[src/rcst_pkg.sv]
// Purpose: constants for the reset-cause and start-up time-out block
// Assumes: 25 MHz core clock, 32-bit classic Wishbone register bus
// Notes: register map, field positions, reset values and delay counts
`default_nettype none
package rcst_pkg;
   localparam int unsigned CORE_CLK_HZ = 25000000;
   localparam int unsigned PWRUP_DELAY_MS = 72;
   localparam int unsigned PWRUP_DELAY_CYCLES = (CORE_CLK_HZ / 1000) * PWRUP_DELAY_MS;
   localparam int unsigned OSC_STARTUP_PERIODS = 1024;
   localparam logic [10:0] OSC_STARTUP_LAST = 11'h3ff;
   // register byte addresses
   localparam logic [7:0] ADDR_POWER_STATUS = 8'h00;
   localparam logic [7:0] ADDR_CPU_STATUS = 8'h04;
   localparam logic [7:0] ADDR_RESET_INFO = 8'h08;
   localparam logic [7:0] ADDR_WAKE_CTRL = 8'h0c;
   // power control status fields
   localparam int BROWNOUT_FLAG_BIT = 0;
   localparam int POWERON_FLAG_BIT = 1;
   // processor status fields
   localparam int POWERDOWN_FLAG_BIT = 3;
   localparam int TIMEOUT_FLAG_BIT = 4;
   localparam logic [4:0] CPU_STATUS_POR_TOP = 5'h03;
   // reset info fields
   localparam int INFO_BUSY_BIT = 8;
   localparam int INFO_BO_VALID_BIT = 9;
   localparam int INFO_ILLEGAL_BIT = 10;
   localparam logic [12:0] PC_RESET_VECTOR = 13'h0000;
   localparam logic [12:0] PC_IRQ_VECTOR = 13'h0004;
   typedef enum logic [1:0] {OSC_LOW_POWER, OSC_STANDARD, OSC_HIGH_SPEED, OSC_RC} rcst_osc_e;
   typedef enum logic [2:0] {
      CAUSE_NONE, CAUSE_POWERON, CAUSE_BROWNOUT, CAUSE_EXT_RUN, CAUSE_EXT_SLEEP,
      CAUSE_WDT_RESET, CAUSE_WDT_WAKE, CAUSE_IRQ_WAKE
   } rcst_cause_e;
endpackage
`default_nettype wire

[src/rcst_counter.sv]
// Purpose: loadable down-counter signalling completion
// Assumes: synchronous reset, count advances every clock or on tick
// Notes: done is a level once the count has run out
`default_nettype none
module rcst_counter #(
   parameter int WIDTH = 8
) (
   input wire logic core_clk,
   input wire logic rst,
   input wire logic load,
   input wire logic [WIDTH-1:0] loadValue,
   input wire logic tick,
   output logic done
);
   logic [WIDTH-1:0] count;
   logic running;

   always_ff @(posedge core_clk) begin
      if (rst) begin
         count <= '0;
         running <= 1'b0;
      end else if (load) begin
         count <= loadValue;
         running <= 1'b1;
      end else if (running && tick) begin
         if (count == '0) begin
            running <= 1'b0;
         end else begin
            count <= count - 1'b1;
         end
      end
   end

   assign done = !running && !load;
endmodule // rcst_counter
`default_nettype wire

[src/rcst_sync_edge.sv]
// Purpose: rising edge detect of an event input
// Assumes: input synchronous to core_clk
// Notes: one-cycle pulse per low-to-high step
`default_nettype none
module rcst_sync_edge (
   input wire logic core_clk,
   input wire logic rst,
   input wire logic level,
   output logic pulse
);
   logic levelDly;

   always_ff @(posedge core_clk) begin
      if (rst) begin
         levelDly <= 1'b0;
      end else begin
         levelDly <= level;
      end
   end

   assign pulse = level && !levelDly;
endmodule // rcst_sync_edge
`default_nettype wire

[src/rcst_reset_cause.sv]
// Purpose: reset-cause flags, start-up delay sequencing and wake/restart vector
// Assumes: reset events arrive as synchronous pulses; oscillator ticks as a strobe
// Notes: registers on classic Wishbone, one aligned 32-bit word each
// Operation
// - brown-out flag is power control bit 0, cleared on brown-out reset
// - brown-out flag invalid while brown-out detector is configured off
// - power-on flag is bit 1, cleared only by power-on reset; the code also clears it on a bus write of 0
// - power control register holds at most two status bits
// - start-up delay depends on oscillator type and reset situation
// - power-on sets time-out and power-down flags, clears power-on flag
// - power-on flag 0 with power-down flag 0 is illegal
// - brown-out, watchdog and external-run encodings of status flags
// - external reset in sleep or interrupt wake sets time-out, clears power-down
// - resets restart at address zero, wake-ups continue at next address
// - interrupt wake with global enable set jumps to interrupt vector
// - power-on/brown-out load status top 00011; external run clears top three
// - wake-ups leave special registers alone except causing flag bits
// - oscillator start-up count only in crystal modes after power-on or wake; the code also runs it after brown-out in crystal modes
// - power-up delay is forced on while brown-out detector is enabled
// - watchdog wake-up does not reset registers
//
// The register addresses and the Wishbone interface to the registers were decided locally.
`default_nettype none
module rcst_reset_cause
   import rcst_pkg::*;
(
   input wire logic core_clk,
   input wire logic rst,
   input wire logic [31:0] wb_adr_i,
   input wire logic [31:0] wb_dat_i,
   output logic [31:0] wb_dat_o,
   input wire logic wb_we_i,
   input wire logic [3:0] wb_sel_i,
   input wire logic wb_cyc_i,
   input wire logic wb_stb_i,
   output logic wb_ack_o,
   output logic wb_err_o,
   input wire logic [1:0] oscType,
   input wire logic powerup_delay_enable_n,
   input wire logic brownout_enable,
   input wire logic poweronEvent,
   input wire logic brownoutEvent,
   input wire logic external_reset_n,
   input wire logic watchdogTimeout,
   input wire logic irqWake,
   input wire logic global_irq_enable,
   input wire logic sleeping,
   input wire logic oscTick,
   input wire logic [12:0] currentPc,
   output logic coreHold,
   output logic pcLoad,
   output logic [12:0] pcValue,
   output logic wakeStrobe,
   output logic regsResetReq
);
   typedef enum logic [1:0] {ST_RUN, ST_PWRUP, ST_OSC, ST_EXT_HOLD} rcst_state_e;

   rcst_state_e state;
   logic [7:0] power_control_status;
   logic [7:0] cpuStatus;
   logic [2:0] lastCause;
   logic [1:0] cfgOsc;
   logic cfgDelayOn;
   logic cfgBrownoutEn;
   logic extPulse;
   logic extLow;
   logic busReq;
   logic addrOk;
   logic wrEn;
   logic pendingOsc;
   logic pendingVector;
   logic pendingIrqVec;
   logic pwrLoad;
   logic oscLoad;
   logic pwrDone;
   logic oscDone;
   rcst_cause_e cause;
   logic [31:0] next_rdata;

   assign extLow = !external_reset_n;

   // falling edge of external reset, as a pulse
   rcst_sync_edge extEdge (
      .core_clk(core_clk),
      .rst(rst),
      .level(extLow),
      .pulse(extPulse)
   );

   // event priority: power-on, brown-out, external, watchdog, interrupt wake
   always_comb begin
      cause = CAUSE_NONE;
      if (poweronEvent) begin
         cause = CAUSE_POWERON;
      end else if (brownoutEvent && cfgBrownoutEn) begin
         cause = CAUSE_BROWNOUT;
      end else if (extPulse) begin
         cause = sleeping ? CAUSE_EXT_SLEEP : CAUSE_EXT_RUN;
      end else if (watchdogTimeout) begin
         cause = sleeping ? CAUSE_WDT_WAKE : CAUSE_WDT_RESET;
      end else if (irqWake && sleeping) begin
         cause = CAUSE_IRQ_WAKE;
      end
   end

   // configuration captured when a sequence is launched
   always_ff @(posedge core_clk) begin
      if (rst) begin
         cfgOsc <= OSC_STANDARD;
         cfgDelayOn <= 1'b1;
         cfgBrownoutEn <= 1'b0;
      end else if (state == ST_RUN) begin
         cfgOsc <= oscType;
         cfgDelayOn <= !powerup_delay_enable_n || brownout_enable;
         cfgBrownoutEn <= brownout_enable;
      end
   end

   rcst_counter #(.WIDTH(21)) pwrupTimer (
      .core_clk(core_clk),
      .rst(rst),
      .load(pwrLoad),
      .loadValue(21'(PWRUP_DELAY_CYCLES - 1)),
      .tick(1'b1),
      .done(pwrDone)
   );

   rcst_counter #(.WIDTH(11)) oscStartup (
      .core_clk(core_clk),
      .rst(rst),
      .load(oscLoad),
      .loadValue(OSC_STARTUP_LAST),
      .tick(oscTick),
      .done(oscDone)
   );

   // sequencer: power-up delay, then oscillator count, then release
   always_ff @(posedge core_clk) begin
      if (rst) begin
         state <= ST_RUN;
         pwrLoad <= 1'b0;
         oscLoad <= 1'b0;
         pendingOsc <= 1'b0;
      end else begin
         pwrLoad <= 1'b0;
         oscLoad <= 1'b0;
         case (state)
            ST_RUN: begin
               if (cause == CAUSE_POWERON || cause == CAUSE_BROWNOUT) begin
                  pendingOsc <= (oscType != OSC_RC);
                  if (!powerup_delay_enable_n || brownout_enable
                      || oscType == OSC_RC || cause == CAUSE_BROWNOUT) begin
                     pwrLoad <= 1'b1;
                     state <= ST_PWRUP;
                  end else begin
                     oscLoad <= 1'b1;
                     state <= ST_OSC;
                  end
               end else if ((cause == CAUSE_WDT_WAKE || cause == CAUSE_IRQ_WAKE)
                            && oscType != OSC_RC) begin
                  oscLoad <= 1'b1;
                  pendingOsc <= 1'b0;
                  state <= ST_OSC;
               end else if (cause == CAUSE_EXT_RUN || cause == CAUSE_EXT_SLEEP) begin
                  state <= ST_EXT_HOLD;
               end
            end
            ST_PWRUP: begin
               if (pwrDone && !pwrLoad) begin
                  if (pendingOsc) begin
                     oscLoad <= 1'b1;
                     state <= ST_OSC;
                  end else begin
                     state <= extLow ? ST_EXT_HOLD : ST_RUN;
                  end
               end
            end
            ST_OSC: begin
               if (oscDone && !oscLoad) begin
                  state <= extLow ? ST_EXT_HOLD : ST_RUN;
               end
            end
            ST_EXT_HOLD: begin
               if (!extLow) begin
                  state <= ST_RUN;
               end
            end
            default: begin
               state <= ST_RUN;
            end
         endcase
      end
   end

   // power control status flags
   always_ff @(posedge core_clk) begin
      if (rst) begin
         power_control_status <= 8'h00;
      end else if (cause == CAUSE_POWERON) begin
         power_control_status[POWERON_FLAG_BIT] <= 1'b0;
      end else if (cause == CAUSE_BROWNOUT) begin
         power_control_status[BROWNOUT_FLAG_BIT] <= 1'b0;
      end else if (wrEn && wb_adr_i[7:0] == ADDR_POWER_STATUS && wb_sel_i[0]) begin
         power_control_status[1:0] <= wb_dat_i[1:0];
      end
   end

   // processor status flags
   always_ff @(posedge core_clk) begin
      if (rst) begin
         cpuStatus <= {CPU_STATUS_POR_TOP, 3'h0};
      end else begin
         case (cause)
            CAUSE_POWERON, CAUSE_BROWNOUT: begin
               cpuStatus[7:3] <= CPU_STATUS_POR_TOP;
            end
            CAUSE_EXT_RUN: begin
               cpuStatus[7:5] <= 3'h0;
            end
            CAUSE_EXT_SLEEP: begin
               cpuStatus[7:5] <= 3'h0;
               cpuStatus[TIMEOUT_FLAG_BIT] <= 1'b1;
               cpuStatus[POWERDOWN_FLAG_BIT] <= 1'b0;
            end
            CAUSE_WDT_RESET: begin
               cpuStatus[7:5] <= 3'h0;
               cpuStatus[TIMEOUT_FLAG_BIT] <= 1'b0;
               cpuStatus[POWERDOWN_FLAG_BIT] <= 1'b1;
            end
            CAUSE_WDT_WAKE: begin
               cpuStatus[TIMEOUT_FLAG_BIT] <= 1'b0;
               cpuStatus[POWERDOWN_FLAG_BIT] <= 1'b0;
            end
            CAUSE_IRQ_WAKE: begin
               cpuStatus[TIMEOUT_FLAG_BIT] <= 1'b1;
               cpuStatus[POWERDOWN_FLAG_BIT] <= 1'b0;
            end
            default: begin
               if (wrEn && wb_adr_i[7:0] == ADDR_CPU_STATUS && wb_sel_i[0]) begin
                  cpuStatus[7:5] <= wb_dat_i[7:5];
                  cpuStatus[2:0] <= wb_dat_i[2:0];
               end
            end
         endcase
      end
   end

   // remember the cause for software and the restart vector
   always_ff @(posedge core_clk) begin
      if (rst) begin
         lastCause <= CAUSE_NONE;
         pendingVector <= 1'b0;
         pendingIrqVec <= 1'b0;
      end else if (cause != CAUSE_NONE) begin
         lastCause <= cause;
         pendingVector <= 1'b1;
         pendingIrqVec <= (cause == CAUSE_IRQ_WAKE) && global_irq_enable;
      end else if (pcLoad) begin
         pendingVector <= 1'b0;
      end
   end

   // program counter load on release of the core
   always_ff @(posedge core_clk) begin
      if (rst) begin
         pcLoad <= 1'b0;
         pcValue <= PC_RESET_VECTOR;
         wakeStrobe <= 1'b0;
         regsResetReq <= 1'b0;
         coreHold <= 1'b1;
      end else begin
         coreHold <= (state != ST_RUN) || (cause != CAUSE_NONE);
         pcLoad <= 1'b0;
         wakeStrobe <= 1'b0;
         regsResetReq <= (cause != CAUSE_NONE) && (cause != CAUSE_WDT_WAKE)
                         && (cause != CAUSE_IRQ_WAKE);
         if (pendingVector && !pcLoad && state == ST_RUN && cause == CAUSE_NONE) begin
            pcLoad <= 1'b1;
            if (lastCause == CAUSE_WDT_WAKE || lastCause == CAUSE_IRQ_WAKE) begin
               wakeStrobe <= 1'b1;
               pcValue <= pendingIrqVec ? PC_IRQ_VECTOR : currentPc + 13'h0001;
            end else begin
               pcValue <= PC_RESET_VECTOR;
            end
         end
      end
   end

   // wishbone slave, one wait state, err on unmapped addresses
   assign busReq = wb_cyc_i && wb_stb_i && !wb_ack_o && !wb_err_o;
   assign addrOk = (wb_adr_i[31:8] == 24'h000000) && (wb_adr_i[1:0] == 2'h0)
                   && (wb_adr_i[7:0] <= ADDR_WAKE_CTRL);
   assign wrEn = busReq && addrOk && wb_we_i;

   always_comb begin
      next_rdata = 32'h00000000;
      case (wb_adr_i[7:0])
         ADDR_POWER_STATUS: next_rdata[1:0] = power_control_status[1:0];
         ADDR_CPU_STATUS: next_rdata[7:0] = cpuStatus;
         ADDR_RESET_INFO: begin
            next_rdata[2:0] = lastCause;
            next_rdata[INFO_BUSY_BIT] = (state != ST_RUN);
            next_rdata[INFO_BO_VALID_BIT] = cfgBrownoutEn;
            next_rdata[INFO_ILLEGAL_BIT] = !power_control_status[POWERON_FLAG_BIT]
               && (!cpuStatus[TIMEOUT_FLAG_BIT] || !cpuStatus[POWERDOWN_FLAG_BIT]);
         end
         ADDR_WAKE_CTRL: next_rdata[12:0] = currentPc;
         default: next_rdata = 32'h00000000;
      endcase
   end

   always_ff @(posedge core_clk) begin
      if (rst) begin
         wb_ack_o <= 1'b0;
         wb_err_o <= 1'b0;
         wb_dat_o <= 32'h00000000;
      end else begin
         wb_ack_o <= busReq && addrOk;
         wb_err_o <= busReq && !addrOk;
         wb_dat_o <= (busReq && addrOk && !wb_we_i) ? next_rdata : 32'h00000000;
      end
   end
endmodule // rcst_reset_cause
`default_nettype wire

[config.mk]
export PLATFORM = sky130hd
export DESIGN_NAME = rcst_reset_cause
export DESIGN_NICKNAME = d
export VERILOG_FILES = /design/src/rcst_pkg.sv /design/src/rcst_counter.sv /design/src/rcst_sync_edge.sv /design/src/rcst_reset_cause.sv
export SDC_FILE = /design/constraint.sdc
export NUM_CORES = 1
export LEC_CHECK = 0
export ABC_AREA = 1
export BUFFER_PORTS_ARGS = -buffer_cell sky130_fd_sc_hd__buf_2
export CORE_AREA = 2 2 126 91
export CTS_CLUSTER_SIZE = 30
export DETAILED_ROUTE_END_ITERATION = 10
export DIE_AREA = 0 0 128 93
export PLACE_DENSITY = 0.8
export SETUP_SLACK_MARGIN = 0.1
export SKIP_LAST_GASP = 1
export SYNTH_ARGS = -nofsm -noshare
export SYNTH_HDL_FRONTEND = slang
export SYNTH_SLANG_ARGS = --single-unit
export TNS_END_PERCENT = 100
[constraint.sdc]
create_clock -name core_clk -period 1.5 [get_ports core_clk]
set_input_delay 0.15 -clock core_clk [delete_from_list [all_inputs] [get_ports core_clk]]
set_output_delay 0.15 -clock core_clk [all_outputs]
set_load 0.02 [all_outputs]
-- Word-level counts from Yosys, hierarchy flattened
Index checks and enable logic that the tools add are counted.
- logic and storage cells: 216
- input bits: 98
- register bits: 107
- output and inout port bits: 51
- reduce and logical (&&, ||, !) cells: 93
- eq/ne operators: 25
- add/sub/neg operators: 3
- bitwise operators: 11
- muxes and demuxes: 53
- $lt $le $gt $ge: 1
- operators by type and width (kind ; count):
    $mux W21 ; 3
    $mux W10 ; 3
    $logic_and A1 B1 Y1 ; 29
    $mux W13 ; 2
    $logic_not A24 Y1 ; 1
    $pmux W2 S4 ; 3
    $logic_not A21 Y1 ; 1
    $mux W3 ; 7
    $sub A21 B1 Y21 const B ; 1
    $mux W1 ; 20
    $mux W2 ; 10
    $reduce_and A2 Y1 ; 10
    $eq A3 B3 Y1 const B ; 6
    $eq A8 B4 Y1 const B ; 2
    $reduce_bool A2 Y1 ; 8
    $reduce_or A2 Y1 ; 8
    $logic_not A1 Y1 ; 15
    $add A13 B1 Y13 const B ; 1
    $ne A2 B2 Y1 const B ; 6
    $pmux W3 S2 ; 2
    $logic_not A11 Y1 ; 1
    $not A1 Y1 ; 11
    $sub A11 B1 Y11 const B ; 1
    $pmux W5 S2 ; 1
    other kinds (20) ; 34

-- Longest topological paths before layout
- depth in word-level cells: 12
- depth in mapped cells: 13

-- Cells and area by module
A second synthesis with hierarchy kept.
- cells, all modules: 831
- area, all modules: 5383.9 µm²
- modules (own cells, without submodules) (module ; instances ; area an instance (µm²) ; cells each):
    rcst_reset_cause ; 1 ; 2896.5 ; 415
    rcst_counter at pwrupTimer ; 1 ; 1617.8 ; 278
    rcst_counter at oscStartup ; 1 ; 838.3 ; 134
    rcst_sync_edge ; 1 ; 31.3 ; 4

-- Least setup slack after synthesis
Ideal clock, no wire load.
- kind: register to register
- start: register pwrupTimer.count[0]
- end: register pwrupTimer.count[9]
- path slack: -0.147 ns
- library setup time: 0.056 ns
- buffers on the path: 0
- data arrival time: 1.591 ns
- clock period less this slack: 1.647 ns
- stages on the path, launching flop included: 13
- required time: 1.444 ns
- cell sequence: dfxtp_1 -> inv_1 -> ha_1 -> nand2_1 -> nor2_2 -> nand4_4 -> nand2_4 -> inv_4 -> nand3_1 -> or2_2 -> nand3_1 -> nand2_1 -> inv_1
- longest elaborated chain between the ends: 4
- ends and longest elaborated chain (what ; RTL line ; RTL):
    from (decl) ; rcst_counter.sv:15 ; logic [WIDTH-1:0] count;
    from (signal assigned) ; rcst_counter.sv:23 ; count <= loadValue;
    from (signal assigned) ; rcst_counter.sv:29 ; count <= count - 1'b1;
    $sub A21 B1 Y21 ; rcst_counter.sv:29 ;
    $mux W21 ; rcst_counter.sv:26 ; if (count == '0) begin
    $mux W21 ; rcst_counter.sv:25 ; end else if (running && tick) begin
    $mux W21 ; rcst_counter.sv:22 ; end else if (load) begin
Several ways; a longest one is shown, not always the timed one. The select of a mux whose other input is x is not followed.
A chain may end at the register's enable or synchronous reset.

-- Worst setup path after layout
- start: register extEdge.levelDly
- end: register pcValue[8]
- longest elaborated chain between the ends: 7
- ends and longest elaborated chain (what ; RTL line ; RTL):
    from (decl) ; rcst_sync_edge.sv:11 ; logic levelDly;
    from (signal assigned) ; rcst_sync_edge.sv:17 ; levelDly <= level;
    $logic_not A1 Y1 ; rcst_sync_edge.sv:21 ; assign pulse = level && !levelDly;
    $logic_and A1 B1 Y1 ; rcst_sync_edge.sv:21 ;
    $mux W3 ; rcst_reset_cause.sv:97 ; end else if (extPulse) begin
    $mux W3 ; rcst_reset_cause.sv:95 ; end else if (brownoutEvent && cfgBrownoutEn) begin
    $mux W3 ; rcst_reset_cause.sv:93 ; if (poweronEvent) begin
    $logic_not A3 Y1 ; rcst_reset_cause.sv:277 ; if (pendingVector && !pcLoad && state == ST_RUN && cause == CAUSE_NONE) begin
    $logic_and A1 B1 Y1 ; rcst_reset_cause.sv:277 ;
    to (signal assigned) ; rcst_reset_cause.sv:281 ; pcValue <= pendingIrqVec ? PC_IRQ_VECTOR : currentPc + 13'h0001;
    to (decl) ; rcst_reset_cause.sv:52 ; output logic [12:0] pcValue,
Every way passes these cells.

==> key figures <==
Critical path
  – Worst Path Arrival: 1.95 ns
  – CP Cell Sequence: nor2_4 > nand2_2 > nand2_4 > nor2_4 > nand2_4 > nand3_4 > nor2_4 > nand2_4 > inv_6 > clkbuf_16 > a21oi_4 > a21oi_2
  – Launch point of the critical path: extEdge.levelDly
  – R2r worst-path depth: 12
  – WP data required: 1.78 ns
  – R2R Path End: pcValue[8]
  – R2r setup slk: -0.17 ns
  – Crit path capture type: register
  – Startpoint types: register
  – Crit Path Category: register to register
  – Max incr delay on CP: between 0.3 and 0.4 ns
  – Max Fanout on Critical Path: 5
  – FF-to-FF Start: extEdge.levelDly
  – Crit path max-delay cell type: dfxtp_2

Yosys
  – Synth unique cells: 46
  – Flops & latches, synth: 88
  – Avg Inst Size Synth: roughly 7 um2
  – Post-Syn Area: between 4000 and 5000 um2
  – Sequential element share of the synthesized area: 35.5%
  – Syn Inst Count: 707
  – Ys Warns: 0

STA
  – Maximum clock frequency: 598 MHz
  – Setup Skew: 0.00649 ns
  – Final setup TNS: -4.53 ns
  – Post-route setup slack: -0.171 ns
  – Period utilization: 111%
  – Fin crit period: 1.67 ns
  – Fin. max-slew vios: 0
  – Worst hold slack: between 0.03 and 0.04 ns
  – Setup violations, final: 58
  – RSZ-0062 raised after global routing: true
  – Final Hold Vio Count: 0

Clocking
  – Hold_buf cts: 0
  – CTS Sinks: 88
  – Clock transition at the registers of the reported paths: 0.06 ns
  – Clk Latency, worst-skew pair: 0.35 ns
  – Root Buffer: clkbuf_16
  – CTS tree: done
  – Cts bufs inserted: 9
  – Worst-case clock buffer depth: 2
  – H-tree levels: 3

GRT
  – Initial antenna violation count: 0
  – Total GRT Usage: 24.4%
  – First-pass GRT wire length: 23500 um
  – GR Overflow Total: 0
  – Largest net degree at the start of global routing: 25
  – Vias in the first global route: 5110

Power and ir drop
  – Reg power frac: a little over a quarter
  – Net Sw Power: between 0.004 and 0.005 W
  – Internal power: about 0.0066 W
  – Clock network fraction of total power: 17.7%
  – Comb power frac: 55.8%
  – Leak Pwr: 3.58 nW
  – Switching share of power: 42.1%
  – Peak VDD IR: 857 uV
  – PwrDens: 1500 nW/um2

Finish
  – Final core utilization: 70.6%
  – Fillers: roughly 730
  – Area Growth Syn to Fin: 52.6%
  – Final #Nets: 1036
  – Layout cells sized above 1: 47.1%
  – ANT cells: 0

Die
  – Core ar.: 10700 um2
  – Height of the die: 93 um
  – Starting Density: 46.3%
  – Die area: 11900 um2
  – Die X: 128 um
  – Row count: 32
  – IO Pins: 149

Placed design
  – PortBufs: 100
  – Placer congestion estimate: 0.930
  – Detailed Place HPWL: 10500 um

Routing
  – Antenna Nets Post-Route: 0
  – DR WL/cell: 15.7 um
  – Detailed Route WL: 16800 um
  – DRC: 0
  – Vias per std cell: roughly 5.5
  – 1st-iter DRT viols: ~520
  – Detailed Routing Iterations Pass 1: 5
  – Vias post-DR: 5860

Worst hold path
  – Worst Hold Path EP: extEdge.levelDly
  – HP Start: external_reset_n
  – Worst Hold Class: input port to register
  – Hold Crit Depth: 2

Run status
  – Status: complete, but fails checks
  – Failing checks: setup timing

Run
  – Max-cap viol count: 0
-- Yosys cell counts (all sizes together) --
library cell | instances | area share, %
nand2 | 148 | 12
nor2 | 106 | 9.7
dfxtp | 88 | 35
inv | 83 | 6.3
nand3 | 61 | 6.8
a21oi | 58 | 7.4
o21ai | 45 | 4.6
buf | 25 | 3.9
nand4 | 24 | 3.5
nor3 | 17 | 2.0
o211ai | 10 | 2.1
clkbuf | 7 | 0.53
a31oi | 6 | 0.76
or2 | 6 | 0.76
ha | 4 | 1.0
o22ai | 4 | 0.50
xnor2 | 3 | 0.53
xor2 | 3 | 0.53
a211oi | 1 | 0.15
a311oi | 1 | 0.18
a32oi | 1 | 0.18
and3b | 1 | 0.18
clkinv | 1 | 0.076
conb | 1 | 0.076
nand3b | 1 | 0.15
nor4 | 1 | 0.13
o311ai | 1 | 0.18
-- layer usage --
layer	track usage [%]	part of all wire (%)	vias to the layer above
met3	4.81	9.1	47
li1	-	-	2755
met1	33.7	40	2729
met5	0	0	-
met4	7.05	1.7	0
met2	38.8	49	329
-- cell families after synthesis --
group	Yosys count	synth area share, %
and+or+nand+nor	365	35.5
other	1	0.0756
adders and majority gates	4	1.01
AOI/OAI and AO/OA	127	16.1
DFF	88	35.5
xor gates and xnor gates	6	1.06
buffers and inverters	116	10.8
-- cell usage in the layout (no fill, tap or decap), types with 10 or more instances in the layout --
cell         n
nor2_4      25
nor2_2      13
nor2_1      68
buf_4      100
buf_2      100
o21ai_0     24
nor3_1      10
o21ai_1     12
inv_1       64
a21oi_2     25
nand3_2     10
nand3_1     44
nand2_1    108
conb_1      19
dfxtp_1     74
dfxtp_2     14
nand2_4     19
a21oi_1     25
buf_6       22
inv_2       13
clkbuf_16   11
nand4_1     22
nand2_2     21
-- per-stage QoR --
stage                     total power (W)  cells  setup slack (ns)  area [um2]
after floorplan                   0.00589    725           -0.0392        5160
after global placement            0.00754   1022           -0.0499        6350
after detailed placement          0.00765   1022            -0.104        6350
after CTS                          0.0104   1056           -0.0834        7000
after global routing               0.0120   1073            -0.275        7570
final                              0.0114   1073            -0.171        7570
-- critical path: cells and delay by family, from the launching register on --
kind | cells | cell delay [ns]
buffers and inverters | 2 | 0.26
flip-flops | 1 | 0.33
AO/OA/AOI/OAI | 2 | 0.13
AND/OR/NAND/NOR | 8 | 0.89
-- how the worst max path moves through the flow --
stage                            to  slack, ns  cells past startpoint
2_1_floorplan  pwrupTimer.count[20]      -0.04                      9
3_3_place_gp    pwrupTimer.count[9]      -0.05                     12
3_5_place_dp    pwrupTimer.count[9]      -0.10                     12
4_1_cts                cpuStatus[6]      -0.08                     11
5_1_grt                cpuStatus[7]      -0.27                     10
6_report                 pcValue[8]      -0.17                     12
-- power by group through the flow --
stage	Combinational (W)	Sequential, W	Clock [W]
global route	0.00683	0.00305	0.00210
finish	0.00636	0.00301	0.00202
CTS	0.00544	0.00296	0.00201
floorplan	0.00286	0.00303	0
global placement	0.00457	0.00297	0
detailed placement	0.00467	0.00298	0
-- repair_timing --
| action | CTS | global route |
|---|---|---|
| pin swaps | 39 | 43 |
| gates resized for setup | 74 | 107 |
| setup endpoints to repair | 57 | 83 |
| gates cloned | 1 | 3 |
| buffers inserted | 19 | 14 |
-- flip-flops by register name, indices dropped and copies added, names as in the netlist, 2 cells and up --
signal and flops:
cpuStatus 8, lastCause 3, wb_dat_o 13, oscStartup.count 11, pwrupTimer.count 21, pcValue 13, state 2, power_control_status 2
-- area by class of cell --
type	instances	area, um2	share of cell area [%]
multi-input combinational	522	3390	44.8
sequential	88	1780	23.5
timing repair buffer	228	1630	21.5
inverter	84	338	4.46
clock buffer	10	229	3.02
tap	136	170	2.25
clock inverter	4	23.8	0.314
timing repair inverter	1	8.76	0.116
(Power assumes the default switching activity.)
